### src/verilog/lcd_cmd_consts.svh
/*
  shared constants of the lcd host command decoder.
  assumes inclusion by bare name from the design files.
*/
`ifndef LCD_CMD_CONSTS_SVH
`define LCD_CMD_CONSTS_SVH
`define PAGE_CODE_BASE   8'hB8
`define PAGE_CODE_MASK   8'hF8
`define COL_CODE_BASE    8'h40
`define COL_CODE_MASK    8'hC0
`define LINE_CODE_BASE   8'hC0
`define LINE_CODE_MASK   8'hC0
`define DISP_CODE_BASE   8'h3E
`define DISP_CODE_MASK   8'hFE
`define ST_BUSY_BIT      7
`define ST_OFF_BIT       5
`define ST_RESET_BIT     4
`define COL_LAST         6'h3F
`define COL_ONE          6'h01
`define PAGE_ZERO        3'h0
`define COL_ZERO         6'h00
`define BYTE_ZERO        8'h00
`define RESET_CYCLES     4'hF
`define RESET_START      4'h0
`define RESET_STEP       4'h1
`define BUSY_CYCLES      2'h2
`define BUSY_IDLE        2'h0
`define BUSY_STEP        2'h1
`define MEM_WORDS        512
`endif

### src/verilog/lcd_cmd_pkg.sv
/*
  types of the lcd host command decoder.
  assumes nothing of its surroundings.
*/
`default_nettype none
package lcd_cmd_pkg;
  typedef enum logic [2:0]
  {
    CMD_NONE  = 3'b000,
    CMD_PAGE  = 3'b001,
    CMD_COL   = 3'b010,
    CMD_LINE  = 3'b011,
    CMD_DISP  = 3'b100
  } cmd_t;
endpackage
`default_nettype wire

### src/verilog/lcd_display_ram.sv
/*
  display data memory, 8 pages by 64 columns of bytes.
  assumes a synchronous write and registered read on one clock.
*/
`timescale 1ns/10ps
`default_nettype none
`include "lcd_cmd_consts.svh"
module lcd_display_ram
(
  input  wire logic       clk,
  input  wire logic       writeEn,
  input  wire logic [8:0] addr,
  input  wire logic [7:0] writeData,
  output var  logic [7:0] readData
);
  logic [7:0] mem [0:`MEM_WORDS-1];

  always_ff @(posedge clk)
  begin
    if (writeEn)
    begin
      mem[addr] <= writeData;
    end
    readData <= mem[addr];
  end
endmodule
`default_nettype wire

### src/verilog/lcd_host_command_decoder.sv
/*
  command decoder, status byte and data path of the lcd column driver.
  assumes host pins enable, cmdData, readWrite and data arrive asynchronously;
  each access is taken at the falling edge of the synchronised enable.
*/
`timescale 1ns/10ps
`default_nettype none
`include "lcd_cmd_consts.svh"
// Overview of operation
// command write with code B8..BF selects a page
// low three bits of that code load the page pointer
// page pointer is three bits, pages zero through seven
// host programs column with cmdData low and readWrite low
// command write with code 40..7F loads the column
// low six bits load the column pointer, zero through sixty-three
// cmdData low, readWrite high drives status byte on data bus
// status: busy bit 7, off bit 5, reset bit 4, rest zero
// busy is one while executing; accesses then are ignored
// busy reads zero when idle
// off flag is inverse of stored display enable
// reset flag is one while reset still in progress
// data write stores host byte at current page and column
// data read drives the internal output latch
// host discards the first read after setting an address
// 3F turns display on, 3E turns it off
// codes C0..FF load the start line from low six bits
// column increments and wraps after each data access
// data read returns old latch, then reloads it from memory
module lcd_host_command_decoder
  import lcd_cmd_pkg::*;
(
  input  wire logic       clk,
  input  wire logic       arst_n,
  input  wire logic       enable,
  input  wire logic       cmdData,
  input  wire logic       readWrite,
  input  wire logic [7:0] dataIn,
  output var  logic [7:0] dataOut,
  output var  logic       dataOe,
  output var  logic       displayOn,
  output var  logic [5:0] startLine,
  output var  logic [2:0] pagePtr,
  output var  logic [5:0] columnPtr
);
  logic [1:0] enSync;
  logic [1:0] cdSync;
  logic [1:0] rwSync;
  logic [7:0] dSync0;
  logic [7:0] dSync1;
  logic       enPrev;
  logic [3:0] resetCount;
  logic [1:0] busyCount;
  logic       reloadPend;
  logic [7:0] outLatch;
  logic [7:0] ramRead;
  logic       ramWrite;
  logic       accessEnd;
  logic       accepted;
  logic       resetBusy;
  logic       busy;
  logic [7:0] statusByte;
  cmd_t       cmd;

  function automatic cmd_t decode(input logic [7:0] code);
    if ((code & `PAGE_CODE_MASK) == `PAGE_CODE_BASE)
      decode = CMD_PAGE;
    else if ((code & `COL_CODE_MASK) == `COL_CODE_BASE)
      decode = CMD_COL;
    else if ((code & `LINE_CODE_MASK) == `LINE_CODE_BASE)
      decode = CMD_LINE;
    else if ((code & `DISP_CODE_MASK) == `DISP_CODE_BASE)
      decode = CMD_DISP;
    else
      decode = CMD_NONE;
  endfunction

  // pins are double-registered before any decode
  always_ff @(posedge clk or negedge arst_n)
  begin
    if (!arst_n)
    begin
      enSync <= 2'h0;
      cdSync <= 2'h0;
      rwSync <= 2'h0;
      dSync0 <= `BYTE_ZERO;
      dSync1 <= `BYTE_ZERO;
      enPrev <= 1'b0;
    end
    else
    begin
      enSync <= {enSync[0], enable};
      cdSync <= {cdSync[0], cmdData};
      rwSync <= {rwSync[0], readWrite};
      dSync0 <= dataIn;
      dSync1 <= dSync0;
      enPrev <= enSync[1];
    end
  end

  assign accessEnd = enPrev && !enSync[1];
  assign resetBusy = resetCount != `RESET_CYCLES;
  assign busy      = resetBusy || (busyCount != `BUSY_IDLE) || reloadPend;
  assign accepted  = accessEnd && !busy;
  assign cmd       = decode(dSync1);
  assign ramWrite  = accepted && cdSync[1] && !rwSync[1];

  always_comb
  begin
    statusByte                = `BYTE_ZERO;
    statusByte[`ST_BUSY_BIT]  = busy;
    statusByte[`ST_OFF_BIT]   = !displayOn;
    statusByte[`ST_RESET_BIT] = resetBusy;
  end

  // internal reset sequence runs a few cycles after the pin reset lifts
  always_ff @(posedge clk or negedge arst_n)
  begin
    if (!arst_n)
      resetCount <= `RESET_START;
    else if (resetBusy)
      resetCount <= resetCount + `RESET_STEP;
  end

  always_ff @(posedge clk or negedge arst_n)
  begin
    if (!arst_n)
      busyCount <= `BUSY_IDLE;
    else if (accepted)
      busyCount <= `BUSY_CYCLES;
    else if (busyCount != `BUSY_IDLE)
      busyCount <= busyCount - `BUSY_STEP;
  end

  always_ff @(posedge clk or negedge arst_n)
  begin
    if (!arst_n)
    begin
      displayOn <= 1'b0;
      startLine <= `COL_ZERO;
    end
    else if (accepted && !cdSync[1] && !rwSync[1])
    begin
      if (cmd == CMD_DISP)
        displayOn <= dSync1[0];
      if (cmd == CMD_LINE)
        startLine <= dSync1[5:0];
    end
  end

  // page pointer: three bits only, so it can never leave zero..seven
  always_ff @(posedge clk or negedge arst_n)
  begin
    if (!arst_n)
      pagePtr <= `PAGE_ZERO;
    else if (accepted && !cdSync[1] && !rwSync[1] && cmd == CMD_PAGE)
      pagePtr <= dSync1[2:0];
  end

  always_ff @(posedge clk or negedge arst_n)
  begin
    if (!arst_n)
      columnPtr <= `COL_ZERO;
    else if (accepted && !cdSync[1] && !rwSync[1] && cmd == CMD_COL)
      columnPtr <= dSync1[5:0];
    else if (accepted && cdSync[1])
      columnPtr <= (columnPtr == `COL_LAST) ? `COL_ZERO : columnPtr + `COL_ONE;
  end

  // latch reload waits one cycle for the registered ram read
  always_ff @(posedge clk or negedge arst_n)
  begin
    if (!arst_n)
    begin
      reloadPend <= 1'b0;
      outLatch   <= `BYTE_ZERO;
    end
    else
    begin
      reloadPend <= accepted && cdSync[1] && rwSync[1];
      if (reloadPend)
        outLatch <= ramRead;
    end
  end

  // bus drive follows the strobe; the latch seen is the one before reload
  always_ff @(posedge clk or negedge arst_n)
  begin
    if (!arst_n)
    begin
      dataOut <= `BYTE_ZERO;
      dataOe  <= 1'b0;
    end
    else
    begin
      dataOe  <= enSync[1] && rwSync[1];
      dataOut <= cdSync[1] ? outLatch : statusByte;
    end
  end

  lcd_display_ram u_ram
  (
    .clk       (clk),
    .writeEn   (ramWrite),
    .addr      ({pagePtr, columnPtr}),
    .writeData (dSync1),
    .readData  (ramRead)
  );
endmodule
`default_nettype wire

### config.mk
export PLATFORM = sky130hd
export DESIGN_NAME = lcd_host_command_decoder
export DESIGN_NICKNAME = d
export VERILOG_FILES = /design/src/verilog/lcd_cmd_pkg.sv /design/src/verilog/lcd_display_ram.sv /design/src/verilog/lcd_host_command_decoder.sv
export VERILOG_INCLUDE_DIRS = /design/src /design/src/verilog
export SDC_FILE = /design/constraint.sdc
export NUM_CORES = 2
export LEC_CHECK = 0
export BUFFER_PORTS_ARGS = -buffer_cell sky130_fd_sc_hd__buf_2
export CORE_ASPECT_RATIO = 1.1
export CORE_MARGIN = 4
export CORE_UTILIZATION = 50
export DETAILED_ROUTE_END_ITERATION = 8
export PLACE_DENSITY = 0.63
export SYNTH_ARGS = -nofsm -noshare
export SYNTH_HDL_FRONTEND = slang
export SYNTH_HIERARCHICAL = 1
export SYNTH_SLANG_ARGS = --single-unit
### constraint.sdc
create_clock -name clk -period 22.4 [get_ports clk]
set_input_delay 3.36 -clock clk [delete_from_list [all_inputs] [get_ports clk]]
set_output_delay 3.36 -clock clk [all_outputs]
set_load 0.005 [all_outputs]
# After elaboration in Yosys (flattened, before gate mapping)
# Memories as Yosys holds them, arrays and structs flattened. A register that Yosys moved wholly into a read port is not among the register bits.
# Cells that the tools add are included.
# word_totals
register_bits	63
latch_bits	0
ram_bits	4096
mem_bits_ro	0
inputBits	13
out_inout_bits	25
wordCells	64
mem_count	1
# mem_list
memory	words	word_bits	rd	rd_clocked_by_memory_dff	wr	line	text
u_ram.mem	512	8	1	1	1	lcd_display_ram.sv:16	logic [7:0] mem [0:`MEM_WORDS-1];
# op_classes
addsub	3
multipliers	0
n_div	0
n_lt_le_gt_ge	0
eq_ne	10
n_shift	0
n_mux	12
n_bitwise	0
n_reduce_logical	22
# ops
cell	count
6-bit 2-to-1 mux	3
3-bit 2-to-1 mux	4
1-bit logical AND	10
8-bit 2-to-1 mux	1
7-bit by 5-bit == test with 1-bit output, second input constant	1
6-bit by 1-bit adder with 6-bit output, second input constant	1
3-bit by 2-bit == test with 1-bit output, second input constant	2
6-bit == test, second input constant	1
2-bit nonzero test	3
5-bit == test, second input constant	1
1-bit logical NOT	5
4-bit by 1-bit adder with 4-bit output, second input constant	1
2-bit 2-to-1 mux	2
4-bit inequality test, second input constant	1
2-bit AND reduction	2
3-bit by 1-bit == test with 1-bit output, second input constant	1
3-bit == test, second input constant	1
2-bit by 1-bit == test with 1-bit output, second input constant	1
2-bit == test, second input constant	1
1-bit logical OR	2
1-bit 2-to-1 mux	2
2-bit by 1-bit subtractor with 2-bit output, second input constant	1

# Depth between registers and ports, before layout
# logic_depth
word_depth	9
ltp_mapped	13
ltp_nobuf	8

# Hierarchy
# The synthesis kept the hierarchy.
# by_module_without_submodules
module	instances	cells_each	area_per_inst_um2	seq_area_each_um2
lcd_display_ram	1	7575	158359.4	123158.1
lcd_host_command_decoder	1	171	2346.0	1576.5

# Worst setup path before layout
# OpenSTA, ideal clock, no wires.
# synth_timing
kind	flip-flop to flip-flop
startpoint	register dSync1[7]
endpoint	register startLine[1]
setup_time_ns	0.163
t_arrival_ns	8.311
required_time_ns	22.237
path_slack_ns	13.926
path_stages_with_launch	3
n_path_buf	0
period_less_slack_ns	8.474
path_cell_list	dfrtp_1 -> nand3_1 -> mux2_2
# synth_between
elab_chain_len	7
elab_cells_between_ends	10
classes_between	eq/ne (5); mux (4); reduce/logical (1)
# synth_rtl
item	line	text
start: declaration	lcd_host_command_decoder.sv:49	logic [7:0] dSync1;
start signal: assignment	lcd_host_command_decoder.sv:86	dSync1 <= `BYTE_ZERO;
start signal: assignment	lcd_host_command_decoder.sv:95	dSync1 <= dSync0;
7-bit by 5-bit == test with 1-bit output (no line)	--	
3-bit 2-to-1 mux	lcd_host_command_decoder.sv:71	else if ((code & `DISP_CODE_MASK) == `DISP_CODE_BASE)
3-bit 2-to-1 mux	lcd_host_command_decoder.sv:69	else if ((code & `LINE_CODE_MASK) == `LINE_CODE_BASE)
3-bit 2-to-1 mux	lcd_host_command_decoder.sv:67	else if ((code & `COL_CODE_MASK) == `COL_CODE_BASE)
3-bit 2-to-1 mux *	lcd_host_command_decoder.sv:65	if ((code & `PAGE_CODE_MASK) == `PAGE_CODE_BASE)
3-bit by 2-bit == test with 1-bit output *	lcd_host_command_decoder.sv:145	if (cmd == CMD_LINE)
2-bit AND reduction (no line) *	--	
end signal: assignment	lcd_host_command_decoder.sv:139	startLine <= `COL_ZERO;
end signal: assignment	lcd_host_command_decoder.sv:146	startLine <= dSync1[5:0];
end: declaration	lcd_host_command_decoder.sv:41	output var logic [5:0] startLine,
# Every way passes the cells marked *; elsewhere a longest branch is shown, timed or not.
# A chain may end at the register's enable or synchronous reset.

==> flow_summary.rst <==
.. list-table::
   :header-rows: 1

   * - Metric
     - Value
   * - Final hold violation count
     - 0
   * - Fraction of the cycle the final worst path needs
     - 32.4%
   * - Post-synthesis async set-or-reset flop share
     - 1.51%
   * - Post-CTS Setup Repair Bufs
     - 0
   * - Share of cells above drive strength 1
     - 21.4%
   * - I/O Pins
     - 38
   * - Remaining Overflow, GRT
     - 0
   * - DPL Wire Length
     - 269000 µm
   * - Total number of placement rows
     - 218
   * - Die ar.
     - 331000 µm²
   * - Worst-Margin Slew
     - 1460 ps
   * - Cell total after placement
     - about 12000
   * - EDFF count, synth
     - between 4000 and 5000
   * - Pwr Density
     - 107 nW/µm²
   * - Setup TNS
     - 0 ps
   * - Total routing resource utilization after global routing
     - 26.5%
   * - Sequential standard cell area
     - 125000 µm²
   * - Post-Syn Area
     - ~160000 µm²
   * - Final Util
     - 55.9%
   * - Clock slew at the register clock pins of the worst setup and hold paths
     - about 60 ps
   * - Area of the placeable core
     - 320000 µm²
   * - Ys flop type
     - edfxtp_1
   * - Maximum number of pins on one net before global-route repair
     - 224
   * - Min-delay worst type
     - flop to flop
   * - Detail Route Antenna Nets
     - 0
   * - Number of setup violations in the final report
     - 0
   * - Placed instance area
     - 166000 µm²
   * - Via density
     - 6.57
   * - Area delta synth->final
     - 11.4%
   * - Total Power
     - approximately 19000 µW
   * - Run status
     - completed
   * - Mean area per synthesized cell
     - 20.7 µm²
   * - Distinct cell type count after synthesis
     - 81
   * - Warnings from Yosys
     - 6
   * - Slew margin rel.
     - 2.62%
   * - Buffer type at the clock tree root
     - clkbuf_16
   * - Global-route wire length before repair
     - 625000 µm
   * - Worst r2r path cells
     - 12
   * - Max Freq
     - 138 MHz
   * - Setup CP Type
     - flop to flop
   * - Count of cells along the worst hold path
     - 0
   * - Kind of start point of the critical path
     - flop
   * - Setup repair after global routing missed its margin
     - false
   * - Count of max-cap constraint violations
     - 0
   * - CP Data Required Time
     - 23160 ps
   * - Total count of max-transition violations in the final report
     - 0
   * - Count of input and output buffers
     - 37
   * - Number of global-route vias before repair
     - 80436
   * - H-tree depth
     - 5
   * - Layout filler cell count
     - 23772
   * - Maximum number of buffers from clock root to sink
     - 4
   * - Height of the chip
     - 603 µm
   * - Number of CTS-inserted buffers
     - 403
   * - First-pass iteration count of the detailed router
     - 6
   * - Clk Latency, worst-skew pair
     - 940 ps
   * - Setup clock skew after layout
     - between 60 and 70 ps
   * - Number of standard cells in the layout, taps in and fillers out
     - 12564
   * - Static power due to leakage
     - 0.0546 µW
   * - Nets
     - 7928
   * - CTS tree
     - yes
   * - Maximum vdd ir drop
     - around 0.07 mV
   * - Crit Path Max Fanout
     - 109
   * - Type of destination of the critical path
     - flop
   * - Vias after detailed routing
     - 82604
   * - Net count after synthesis
     - 7762
   * - Worst EP arrival
     - approximately 8000 ps
   * - Clock tree sinks
     - ~4200
   * - Routed length per placed instance
     - 35.2 µm
   * - Drc violations
     - 0
   * - CTS Hold Bufs
     - 0
   * - Initial antenna violation count
     - 20
   * - Sequential area share after synthesis
     - between 70 and 80%
   * - Initial cell density of the core
     - 50.2%
   * - Area of all placed cells without fillers
     - between 150000 and 200000 µm²
   * - Yosys reg bits
     - 4167
   * - First-iteration detailed-routing DRC count
     - 11002
   * - Die X-Extent
     - 549 µm
   * - Total Wirelength
     - 443000 µm
   * - Routability congestion estimate from global placement
     - about 0.89
   * - Time the worst path needs with I/O delays and setup
     - 7270 ps
   * - Area of the multi-input gates
     - 33700 µm²
   * - Number of gates given a new drive strength after cts
     - 0
   * - Synth Instances
     - 7746
-- cells by family (layout without fill, tap and decap cells) --
logic type,Yosys count,count (layout),share of synthesized area [%]
buf+inv,496,999,1.60
simple gates,1013,1013,2.89
flops,4167,4167,77.6
xor+xnor,4,4,0.0218
compound gates,775,775,3.45
fa+ha+maj,3,3,0.0234
other cells,0,25,0
mux,1288,1288,14.4
-- cell usage in the layout, fill, tap and decap left out, types with 35 or more instances in the layout --
cell type / synthesis / final
buf_4: 57 / 199
clkinv_2: 0 / 91
buf_2: 183 / 36
nand2_1: 142 / 136
clkbuf_1: 198 / 82
nand4_1: 51 / 51
edfxtp_1: 4096 / 4096
mux2_2: 36 / 36
dfrtp_1: 63 / 49
mux2i_1: 435 / 435
nor4_1: 39 / 37
a21oi_1: 79 / 79
bufinv_16: 0 / 45
a22oi_1: 180 / 180
nor2_1: 559 / 551
mux4_2: 816 / 816
clkinv_1: 0 / 73
a22o_1: 47 / 47
o22ai_1: 118 / 118
a31oi_1: 76 / 76
o21ai_0: 52 / 51
clkbuf_16: 0 / 408
nand3_1: 54 / 46
a221oi_1: 91 / 91
a211oi_1: 36 / 35
-- per-stage QoR --
stage / hold slack (ps) / worst slack, ps
2_1_floorplan: 331 / 13930
3_3_place_gp: 336 / 15160
3_5_place_dp: 336 / 15090
4_1_cts: 349 / 15080
5_1_grt: 355 / 14900
6_report: 350 / 15130
-- sequential cells by signal (all words and copies together) (netlist names) --
signal          flops
busyCount           2
cdSync              2
columnPtr           6
dSync0              8
dSync1              8
dataOe              1
dataOut             8
displayOn           1
enPrev              1
enSync              2
outLatch            8
pagePtr             3
reloadPend          1
resetCount          4
rwSync              2
startLine           6
u_ram/mem        4096
u_ram/readData      8
-- routing by layer --
metal / vias up / part of all wire (%) / track usage, %
li1: 32731 / - / -
met1: 44213 / 38 / 38.0
met2: 4841 / 47 / 40.6
met3: 811 / 11 / 5.65
met4: 8 / 4.0 / 9.69
met5: - / 0.013 / 0
-- cell usage after synthesis, types with 19 or more instances --
master | count | area [µm²]
nand2_1 | 142 | 533
a32oi_1 | 28 | 245
clkbuf_1 | 198 | 743
nand4_1 | 51 | 319
a211oi_1 | 36 | 270
nand3_1 | 54 | 270
nor4_1 | 39 | 244
o21ai_0 | 52 | 260
o22ai_1 | 118 | 738
and3_1 | 26 | 163
buf_2 | 183 | 916
mux4_2 | 816 | 18400
a22oi_1 | 180 | 1350
a31oi_1 | 76 | 475
dfrtp_1 | 63 | 1580
nor2_1 | 559 | 2100
mux2_2 | 36 | 405
buf_6 | 25 | 282
and2_1 | 24 | 150
edfxtp_1 | 4096 | 123000
mux2i_1 | 435 | 4350
nor2b_1 | 25 | 156
buf_1 | 19 | 71.3
a221oi_1 | 91 | 797
buf_4 | 57 | 428
a22o_1 | 47 | 412
a21oi_1 | 79 | 395
nor3_1 | 25 | 125
-- power by group --
| part | internal [µW] | switching [µW] |
|---|---|---|
| clock | 3880 | 2870 |
| sequential | 8590 | 99.4 |
| combinational | 1510 | 2200 |
-- path summary, 6_finish.rpt --
path	startpoint	to	slack, ps
worst max-delay path	columnPtr[1]$_DFFE_PN0P_	u_ram/readData[4]$_DFF_P_	15130
worst min-delay path	rwSync[0]$_DFF_PN0_	rwSync[1]$_DFF_PN0_	350
worst max register to register	columnPtr[1]$_DFFE_PN0P_	u_ram/readData[4]$_DFF_P_	15130
worst min register to register	rwSync[0]$_DFF_PN0_	rwSync[1]$_DFF_PN0_	350
max in group asynchronous	arst_n	dSync1[0]$_DFF_PN0_	19100
min in group asynchronous	arst_n	dataOut[7]$_DFF_PN0_	2590
-- cell type report --
cell class                      instances  share of cell area [%]
Inverter                                8                  0.0196
Multi-Input combinational cell       3083                    18.9
Clock inverter                        246                    1.36
Antenna cell                           25                  0.0350
Tap cell                             4290                    3.00
Timing Repair Buffer                  249                    1.09
Sequential cell                      4167                    69.7
Clock buffer                          496                    5.92
-- critical path: stages, from the launching register on --
cell and delay [ps]:
dfrtp_4 920, buf_4 650, buf_4 620, buf_4 670
buf_12 560, buf_4 740, mux4_2 420, and3_1 190
a31oi_1 250, o32ai_1 120, or4_1 600, nor4_1 870
nand4_1 190
Power figures use the tool's default switching activity.
